### src/pbe_pkg.sv
// shared constants and types for the bridge parity error reporting block
package pbe_pkg;

	// ----------------------------------------------------------------
	// transaction descriptor encodings
	// ----------------------------------------------------------------
	localparam logic [1:0] TXN_READ = 2'h0;
	localparam logic [1:0] TXN_PWRITE = 2'h1;
	localparam logic [1:0] TXN_DWRITE = 2'h2;
	localparam logic DIR_DOWN = 1'b0;
	localparam logic DIR_UP = 1'b1;

	// ----------------------------------------------------------------
	// reset values
	// ----------------------------------------------------------------
	localparam logic LINE_N_RST = 1'b1;
	localparam logic OE_RST = 1'b0;
	localparam logic FLAG_RST = 1'b0;
	localparam logic [1:0] TXN_TYPE_RST = 2'h0;
	localparam logic DIR_RST = 1'b0;
	localparam logic [1:0] PIPE_RST = 2'h0;

	// ----------------------------------------------------------------
	// error line drive sequence
	// ----------------------------------------------------------------
	typedef enum logic [1:0] {
		DRV_IDLE = 2'b00,
		DRV_LOW = 2'b01,
		DRV_HIGH = 2'b10
	} pbe_drv_t;

endpackage : pbe_pkg
### src/pbe_parity_report.sv
// parity and system error reporting for both bridge interfaces

module pbe_parity_report import pbe_pkg::*; (
	// clock and reset
	input wire logic clk_sys,
	input wire logic reset_n,
	// configuration enables
	input wire logic pri_perr_resp_en,
	input wire logic sec_perr_resp_en,
	input wire logic serr_en,
	// transaction descriptor
	input wire logic txn_start,
	input wire logic [1:0] txn_type,
	input wire logic txn_dir,
	// data parity checkers and completion phases
	input wire logic pri_data_err,
	input wire logic sec_data_err,
	input wire logic pri_cpl_active,
	input wire logic sec_cpl_active,
	// primary parity error pin
	input wire logic primary_parity_err_n_i,
	output logic primary_parity_err_n_o,
	output logic primary_parity_err_n_oe,
	// secondary parity error pin
	input wire logic secondary_parity_err_n_i,
	output logic secondary_parity_err_n_o,
	output logic secondary_parity_err_n_oe,
	// primary system error pin, open drain
	output logic primary_system_err_n_o,
	output logic primary_system_err_n_oe,
	// status flags
	input wire logic sec_mdpe_clr,
	input wire logic sig_serr_clr,
	output logic sec_master_parity_flag,
	output logic signaled_system_err_flag
);

	// ----------------------------------------------------------------
	// helpers
	// ----------------------------------------------------------------
	function automatic pbe_drv_t drv_step(input logic fire,
		input pbe_drv_t cur);
		pbe_drv_t nxt;
		nxt = DRV_IDLE;
		if (fire) begin
			nxt = DRV_LOW;
		end else if (cur == DRV_LOW) begin
			nxt = DRV_HIGH;
		end
		return nxt;
	endfunction : drv_step

	// ----------------------------------------------------------------
	// pin synchronisers and transaction descriptor
	// ----------------------------------------------------------------
	logic pri_pin_s1_reg, pri_pin_s1_next;
	logic pri_pin_s2_reg, pri_pin_s2_next;
	logic sec_pin_s1_reg, sec_pin_s1_next;
	logic sec_pin_s2_reg, sec_pin_s2_next;
	logic [1:0] pri_cpl_pipe_reg, pri_cpl_pipe_next;
	logic [1:0] sec_cpl_pipe_reg, sec_cpl_pipe_next;
	logic [1:0] type_reg, type_next;
	logic dir_reg, dir_next;

	always_comb begin
		pri_pin_s1_next = primary_parity_err_n_i;
		pri_pin_s2_next = pri_pin_s1_reg;
		sec_pin_s1_next = secondary_parity_err_n_i;
		sec_pin_s2_next = sec_pin_s1_reg;
		// completion phase delayed to line up with the synchronised pins
		pri_cpl_pipe_next = {pri_cpl_pipe_reg[0], pri_cpl_active};
		sec_cpl_pipe_next = {sec_cpl_pipe_reg[0], sec_cpl_active};
		type_next = type_reg;
		dir_next = dir_reg;
		if (txn_start) begin
			type_next = txn_type;
			dir_next = txn_dir;
		end
	end

	always_ff @(posedge clk_sys) begin
		if (!reset_n) begin
			pri_pin_s1_reg <= LINE_N_RST;
			pri_pin_s2_reg <= LINE_N_RST;
			sec_pin_s1_reg <= LINE_N_RST;
			sec_pin_s2_reg <= LINE_N_RST;
			pri_cpl_pipe_reg <= PIPE_RST;
			sec_cpl_pipe_reg <= PIPE_RST;
			type_reg <= TXN_TYPE_RST;
			dir_reg <= DIR_RST;
		end else begin
			pri_pin_s1_reg <= pri_pin_s1_next;
			pri_pin_s2_reg <= pri_pin_s2_next;
			sec_pin_s1_reg <= sec_pin_s1_next;
			sec_pin_s2_reg <= sec_pin_s2_next;
			pri_cpl_pipe_reg <= pri_cpl_pipe_next;
			sec_cpl_pipe_reg <= sec_cpl_pipe_next;
			type_reg <= type_next;
			dir_reg <= dir_next;
		end
	end

	// ----------------------------------------------------------------
	// error decisions
	// ----------------------------------------------------------------
	logic down, is_rd, is_pw, is_dw;
	logic pri_pin_seen, sec_pin_seen;
	logic pri_fire, sec_fire, serr_fire;
	logic pri_role, sec_role;
	logic tgt_err_reg, tgt_err_next;

	always_comb begin
		down = (dir_reg == DIR_DOWN);
		is_rd = (type_reg == TXN_READ);
		is_pw = (type_reg == TXN_PWRITE);
		is_dw = (type_reg == TXN_DWRITE);
		// other target's line sampled during our completion
		pri_pin_seen = !pri_pin_s2_reg && pri_cpl_pipe_reg[1];
		sec_pin_seen = !sec_pin_s2_reg && sec_cpl_pipe_reg[1];
		// write target or read initiator on primary
		pri_role = (!down && is_rd) || (down && (is_pw || is_dw));
		// write target or read initiator on secondary
		sec_role = (down && is_rd) || (!down && (is_pw || is_dw));
		pri_fire = pri_perr_resp_en && pri_role
			&& (pri_data_err
			|| (down && is_dw && sec_pin_seen && sec_perr_resp_en));
		sec_fire = sec_perr_resp_en && sec_role
			&& (sec_data_err
			|| (!down && is_dw && pri_pin_seen && pri_perr_resp_en));
		// posted write error on target bus
		serr_fire = serr_en && pri_perr_resp_en && sec_perr_resp_en
			&& is_pw && !tgt_err_reg
			&& ((down && sec_pin_seen) || (!down && pri_pin_seen));
	end

	// ----------------------------------------------------------------
	// line drivers and flags
	// ----------------------------------------------------------------
	pbe_drv_t pri_drv_reg, pri_drv_next;
	pbe_drv_t sec_drv_reg, sec_drv_next;
	logic pri_n_next, pri_oe_next, sec_n_next, sec_oe_next;
	logic serr_n_next, serr_oe_next, mdpe_next, sig_next;

	always_comb begin
		// one low cycle, one high cycle, then release
		pri_drv_next = drv_step(pri_fire, pri_drv_reg);
		sec_drv_next = drv_step(sec_fire, sec_drv_reg);
		pri_n_next = (pri_drv_next != DRV_LOW);
		pri_oe_next = (pri_drv_next != DRV_IDLE);
		sec_n_next = (sec_drv_next != DRV_LOW);
		sec_oe_next = (sec_drv_next != DRV_IDLE);
		// remember an error the bridge caught as posted write target
		tgt_err_next = tgt_err_reg;
		if (txn_start) begin
			tgt_err_next = 1'b0;
		end else if (is_pw && ((down && pri_data_err)
			|| (!down && sec_data_err))) begin
			tgt_err_next = 1'b1;
		end
		serr_n_next = !serr_fire;
		serr_oe_next = serr_fire;
		// master data parity flag, set wins over clear
		mdpe_next = sec_master_parity_flag && !sec_mdpe_clr;
		// pin seen already carries the delayed completion phase
		if (sec_perr_resp_en && down
			&& ((sec_cpl_active && sec_data_err) || sec_pin_seen)) begin
			mdpe_next = 1'b1;
		end
		// signaled system error flag, set wins over clear
		sig_next = signaled_system_err_flag && !sig_serr_clr;
		if (serr_fire) begin
			sig_next = 1'b1;
		end
	end

	always_ff @(posedge clk_sys) begin
		if (!reset_n) begin
			pri_drv_reg <= DRV_IDLE;
			sec_drv_reg <= DRV_IDLE;
			tgt_err_reg <= FLAG_RST;
			primary_parity_err_n_o <= LINE_N_RST;
			primary_parity_err_n_oe <= OE_RST;
			secondary_parity_err_n_o <= LINE_N_RST;
			secondary_parity_err_n_oe <= OE_RST;
			primary_system_err_n_o <= LINE_N_RST;
			primary_system_err_n_oe <= OE_RST;
			sec_master_parity_flag <= FLAG_RST;
			signaled_system_err_flag <= FLAG_RST;
		end else begin
			pri_drv_reg <= pri_drv_next;
			sec_drv_reg <= sec_drv_next;
			tgt_err_reg <= tgt_err_next;
			primary_parity_err_n_o <= pri_n_next;
			primary_parity_err_n_oe <= pri_oe_next;
			secondary_parity_err_n_o <= sec_n_next;
			secondary_parity_err_n_oe <= sec_oe_next;
			primary_system_err_n_o <= serr_n_next;
			primary_system_err_n_oe <= serr_oe_next;
			sec_master_parity_flag <= mdpe_next;
			signaled_system_err_flag <= sig_next;
		end
	end

	// ----------------------------------------------------------------
	// checks
	// ----------------------------------------------------------------
	// primary enable gate
	pri_en_gate_a: assert property (
		@(posedge clk_sys) disable iff (!reset_n)
		!primary_parity_err_n_o |-> $past(pri_perr_resp_en))
		else $error("primary parity line asserted while disabled");

	sec_en_gate_a: assert property (
		@(posedge clk_sys) disable iff (!reset_n)
		!secondary_parity_err_n_o |-> $past(sec_perr_resp_en))
		else $error("secondary parity line asserted while disabled");

	pri_role_a: assert property (
		@(posedge clk_sys) disable iff (!reset_n)
		!primary_parity_err_n_o |-> $past(pri_role))
		else $error("primary parity line asserted in wrong role");

	sec_role_a: assert property (
		@(posedge clk_sys) disable iff (!reset_n)
		!secondary_parity_err_n_o |-> $past(sec_role))
		else $error("secondary parity line asserted in wrong role");

	pri_data_err_a: assert property (
		@(posedge clk_sys) disable iff (!reset_n)
		(pri_data_err && pri_perr_resp_en && pri_role)
		|=> !primary_parity_err_n_o && primary_parity_err_n_oe)
		else $error("primary data parity error not reported");

	sec_read_err_a: assert property (
		@(posedge clk_sys) disable iff (!reset_n)
		(sec_data_err && sec_perr_resp_en && down && is_rd)
		|=> !secondary_parity_err_n_o && secondary_parity_err_n_oe)
		else $error("secondary read parity error not reported");

	pri_fwd_dw_a: assert property (
		@(posedge clk_sys) disable iff (!reset_n)
		(down && is_dw && sec_pin_seen && pri_perr_resp_en
		&& sec_perr_resp_en) |=> !primary_parity_err_n_o)
		else $error("delayed write error not forwarded to primary");

	sec_fwd_dw_a: assert property (
		@(posedge clk_sys) disable iff (!reset_n)
		(!down && is_dw && pri_pin_seen && pri_perr_resp_en
		&& sec_perr_resp_en) |=> !secondary_parity_err_n_o)
		else $error("delayed write error not forwarded to secondary");

	pri_release_a: assert property (
		@(posedge clk_sys) disable iff (!reset_n)
		(!primary_parity_err_n_o && !pri_fire)
		|=> (primary_parity_err_n_o && primary_parity_err_n_oe)
		##1 (!primary_parity_err_n_oe || !primary_parity_err_n_o))
		else $error("primary parity line release sequence broken");

	sec_release_a: assert property (
		@(posedge clk_sys) disable iff (!reset_n)
		(!secondary_parity_err_n_o && !sec_fire)
		|=> (secondary_parity_err_n_o && secondary_parity_err_n_oe)
		##1 (!secondary_parity_err_n_oe || !secondary_parity_err_n_o))
		else $error("secondary parity line release sequence broken");

	serr_posted_a: assert property (
		@(posedge clk_sys) disable iff (!reset_n)
		!primary_system_err_n_o |-> $past(is_pw))
		else $error("system error on non posted transaction");

	serr_perr_en_a: assert property (
		@(posedge clk_sys) disable iff (!reset_n)
		!primary_system_err_n_o
		|-> $past(pri_perr_resp_en && sec_perr_resp_en))
		else $error("system error without parity response enables");

	serr_en_gate_a: assert property (
		@(posedge clk_sys) disable iff (!reset_n)
		!primary_system_err_n_o |-> $past(serr_en))
		else $error("system error without system error enable");

	serr_no_tgt_a: assert property (
		@(posedge clk_sys) disable iff (!reset_n)
		!primary_system_err_n_o |-> !$past(tgt_err_reg))
		else $error("system error after target detected error");

	serr_flag_a: assert property (
		@(posedge clk_sys) disable iff (!reset_n)
		!primary_system_err_n_o |-> signaled_system_err_flag)
		else $error("signaled system error flag not set");

	mdpe_cause_a: assert property (
		@(posedge clk_sys) disable iff (!reset_n)
		$rose(sec_master_parity_flag) |-> $past(sec_perr_resp_en && down
		&& (sec_cpl_active || sec_cpl_pipe_reg[1])))
		else $error("master parity flag set without cause");

endmodule : pbe_parity_report

### config.mk
export PLATFORM = sky130hd
export DESIGN_NAME = pbe_parity_report
export DESIGN_NICKNAME = d
export VERILOG_FILES = /design/src/pbe_pkg.sv /design/src/pbe_parity_report.sv
export SDC_FILE = /design/constraint.sdc
export NUM_CORES = 1
export LEC_CHECK = 0
export BUFFER_PORTS_ARGS = -buffer_cell sky130_fd_sc_hd__clkbuf_2
export CORE_MARGIN = 3
export CORE_UTILIZATION = 44
export CTS_CLUSTER_SIZE = 28
export DETAILED_ROUTE_END_ITERATION = 10
export HOLD_SLACK_MARGIN = 0.02
export PLACE_DENSITY = 0.71
export SYNTH_ARGS = -nofsm -noshare
export SYNTH_HDL_FRONTEND = slang
export SYNTH_SLANG_ARGS = --single-unit
### constraint.sdc
create_clock -name clk_sys -period 3.8 [get_ports clk_sys]
set_clock_uncertainty 0.15 [all_clocks]
set_input_delay 1.14 -clock clk_sys [delete_from_list [all_inputs] [get_ports clk_sys]]
set_output_delay 1.14 -clock clk_sys [all_outputs]
set_load 0.1 [all_outputs]
==> out/results.md <==
* outcome: complete, no violations
* cts bufs inserted: 3
* Bufs and invs on worst path: 1
* synthesized area per cell: 10.8 sq um
* chip width: 50.4 microns
* headroom to the max-slew limit: 63.8%
* async set-or-reset flop fraction in the synthesized netlist: 0%
* total count of max-transition violations in the final report: 0
* library cell used as clock root buffer: clkbuf_4
* Leak Pwr: 0.457 nW
* Yosys top cell by area: dfxtp_1
* most frequently used flop master after synthesis: dfxtp_1
* arrival time at the worst endpoint: 1.12 ns
* final setup fails: 0
* number of synthesized flops with an enable pin: 0
* initial antenna violation count: 0
* DRC violation count after routing: 0
* initial standard-cell utilization of the core: 48.6%
* endpoint of the worst hold path: sec_pin_s2_reg$_SDFF_PN1_
* maximum resistive drop on vdd: 268 uV
* Fin Setup TNS: 0 ns
* DP Wirelength: 1210 microns
* die height: 50.4 microns
* average wire per standard cell: 11.5 microns
* final RePlAce weighted congestion: 0.751
* TritonCTS clock tree: yes
* number of global-route vias before repair: 635
* worst endpoint required time: 2.51 ns
* utilization after layout: 58.2%
* clock transition at the registers of the reported paths: 0.12 ns
* quantity of gates resized following cts: 0
* share of synthesized area occupied by flip-flops and latches: 55.5%
* period utilisation layout: 63.3%
* number of violations of the max-capacitance limit: 0
* total clock sinks: 24
* total track usage: 13.6%
* Worst R2R Path Depth: 5
* total of hold buffers inserted after clock tree synthesis: 0
* total detailed-routing wirelength: 1500 microns
* fraction of synthesized cell area taken by the top area cell type: 55.5%
* Synth area leaders: dfxtp_1, nand2b_1, mux2i_1, ha_1, and2_1
* number of search-and-repair iterations in the first detailed-routing pass: 4
* count of unique library cells instantiated by Yosys: 30
* area of the mapped netlist: 866 sq um
* pin slew with the least headroom to its limit: 0.546 ns
* count of buffers added by post-CTS timing repair for setup: 0
* number of violations reported at the end of detailed-routing iteration 0: 5
* Seq cells post-synth: 24
* category of the worst setup path launch point: flip-flop
* syn nets: 100
* Final Critical Period: 2.41 ns
* Warnings, synthesis: 0
* Tot Pwr: 0.447 mW
* Cell Chain, Critical Path: clkbuf_2
* hold_sp: sec_pin_s1_reg$_SDFF_PN1_
* largest delay contributor family on the critical path: buffers and inverters
* largest incremental delay on the critical path: 0.45 ns
* Worst Setup Path Type: reg2out
* most frequent cell after synthesis: dfxtp_1
* Port Buffers: 24
* deepest clock path buffer count: 2
* # diodes: 0
* origin of the critical flop-to-flop path: type_reg[0]$_SDFFE_PN0P_
* Post-Syn Instances: 80
* Highest Clock Rate: 416 MHz
* DIE AREA: 0.00254 sq mm
* clock latency on the worst-skew pair: 0.31 ns
* Final nets: 127
* total number of vias: 634
* number of antenna-violating nets in the routed design: 0
* Final Hold Violating Endpoints: 0
* Fillers: 160
* core area: 0.00178 sq mm
* wire length of the first global-routing pass: 2580 microns
* pin count of the biggest net entering global routing: 14
* standard-cell row count: 15
* share of cells above drive strength 1: 30.2%
* commonest cells in the synthesized netlist: dfxtp_1, nand2b_1, and2_1
* total power per unit cell area: 430 mW/mm^2
* Min-Delay Path Class: reg2reg
* critical path's slowest cell: clkbuf_2
* grt total ovfl: 0
* unrepaired setup endpoints after global routing: no
* Worst setup EP type: output pin
* post-DR vias/cell: 4.84
* depth of the worst hold-timing path: 1
* I/O pin count: 25
* endpoint of the worst register-to-register path: sec_drv_reg[1]$_SDFF_PN0_
* setup slack of the worst register-to-register path: 2.18 ns
* critical path fanouts, max: 2
* H-tree levels: 1
* relative area change from synthesis to final layout: 19.9%
==> power breakdown <==
| part | internal (mW) | total [mW] | switching (mW) |
|---|---|---|---|
| Sequential | 0.261 | 0.265 | 0.00437 |
| Clock | 0.0585 | 0.129 | 0.0704 |
| Combinational | 0.0197 | 0.0530 | 0.0333 |
| Total | 0.339 | 0.447 | 0.108 |
==> layout by cell type (no fill, tap or decap), types with 2 or more instances in the layout <==
cell type  instances
a21oi_1            3
and2_1             5
clkbuf_2          24
clkbuf_4           3
dfxtp_1           24
ha_1               3
inv_1              3
mux2i_1            4
nand2_1            2
nand2b_1           8
nand3b_1           2
nor2_1             4
nor2b_1            2
nor3_1             2
==> metrics by stage <==
step           cell area [sq um]  instances  setup slack [ns]  hold slack [ns]
3_3_place_gp                1000        127              1.59            0.239
4_1_cts                     1040        131              1.39            0.282
6_report                    1040        131              1.39            0.279
5_1_grt                     1040        131              1.33            0.313
3_5_place_dp                1000        127              1.56            0.253
2_1_floorplan                866         80              1.58            0.236
==> final cells by class <==
cell class	count	area, sq um	share of cell area (%)
clock buffers	4	36.3	3.49
multi-input cells	50	355	34.2
inverters	4	15.0	1.45
repair buffers	24	120	11.6
flip-flops and latches	24	480	46.3
well taps	25	31.3	3.01
==> how the worst max path moves through the flow <==
stage | startpoint | to | slack [ns] | depth (start not counted)
floorplan | sec_master_parity_flag$_SDFF_PN0_ | sec_master_parity_flag | 1.58 | 0
finish | signaled_system_err_flag$_SDFF_PN0_ | signaled_system_err_flag | 1.39 | 1
CTS | signaled_system_err_flag$_SDFF_PN0_ | signaled_system_err_flag | 1.39 | 1
global placement | reset_n | secondary_parity_err_n_o$_SDFF_PN1_ | 1.59 | 3
detailed placement | reset_n | secondary_parity_err_n_o$_SDFF_PN1_ | 1.56 | 3
global route | signaled_system_err_flag$_SDFF_PN0_ | signaled_system_err_flag | 1.33 | 1
==> cell families (layout without fill, tap and decap cells) <==
| family | count (synthesis) | after routing | share of synthesized area, % |
|---|---|---|---|
| buffers and inverters | 6 | 32 | 3.47 |
| DFF | 24 | 24 | 55.5 |
| muxes | 5 | 5 | 5.92 |
| AOI/OAI and AO/OA | 11 | 11 | 8.96 |
| adders and majority gates | 3 | 3 | 4.34 |
| and+or+nand+nor | 31 | 31 | 21.8 |
==> metal layers <==
| metal | share of wire [%] | track usage (%) | vias up |
|---|---|---|---|
| met5 | 0 | 0 | - |
| met4 | 2.8 | 8.07 | 0 |
| met3 | 7.9 | 3.56 | 5 |
| met2 | 49 | 23.5 | 21 |
| met1 | 40 | 14.7 | 287 |
| li1 | - | - | 321 |
Note: power is estimated with default switching activity, not from simulation.
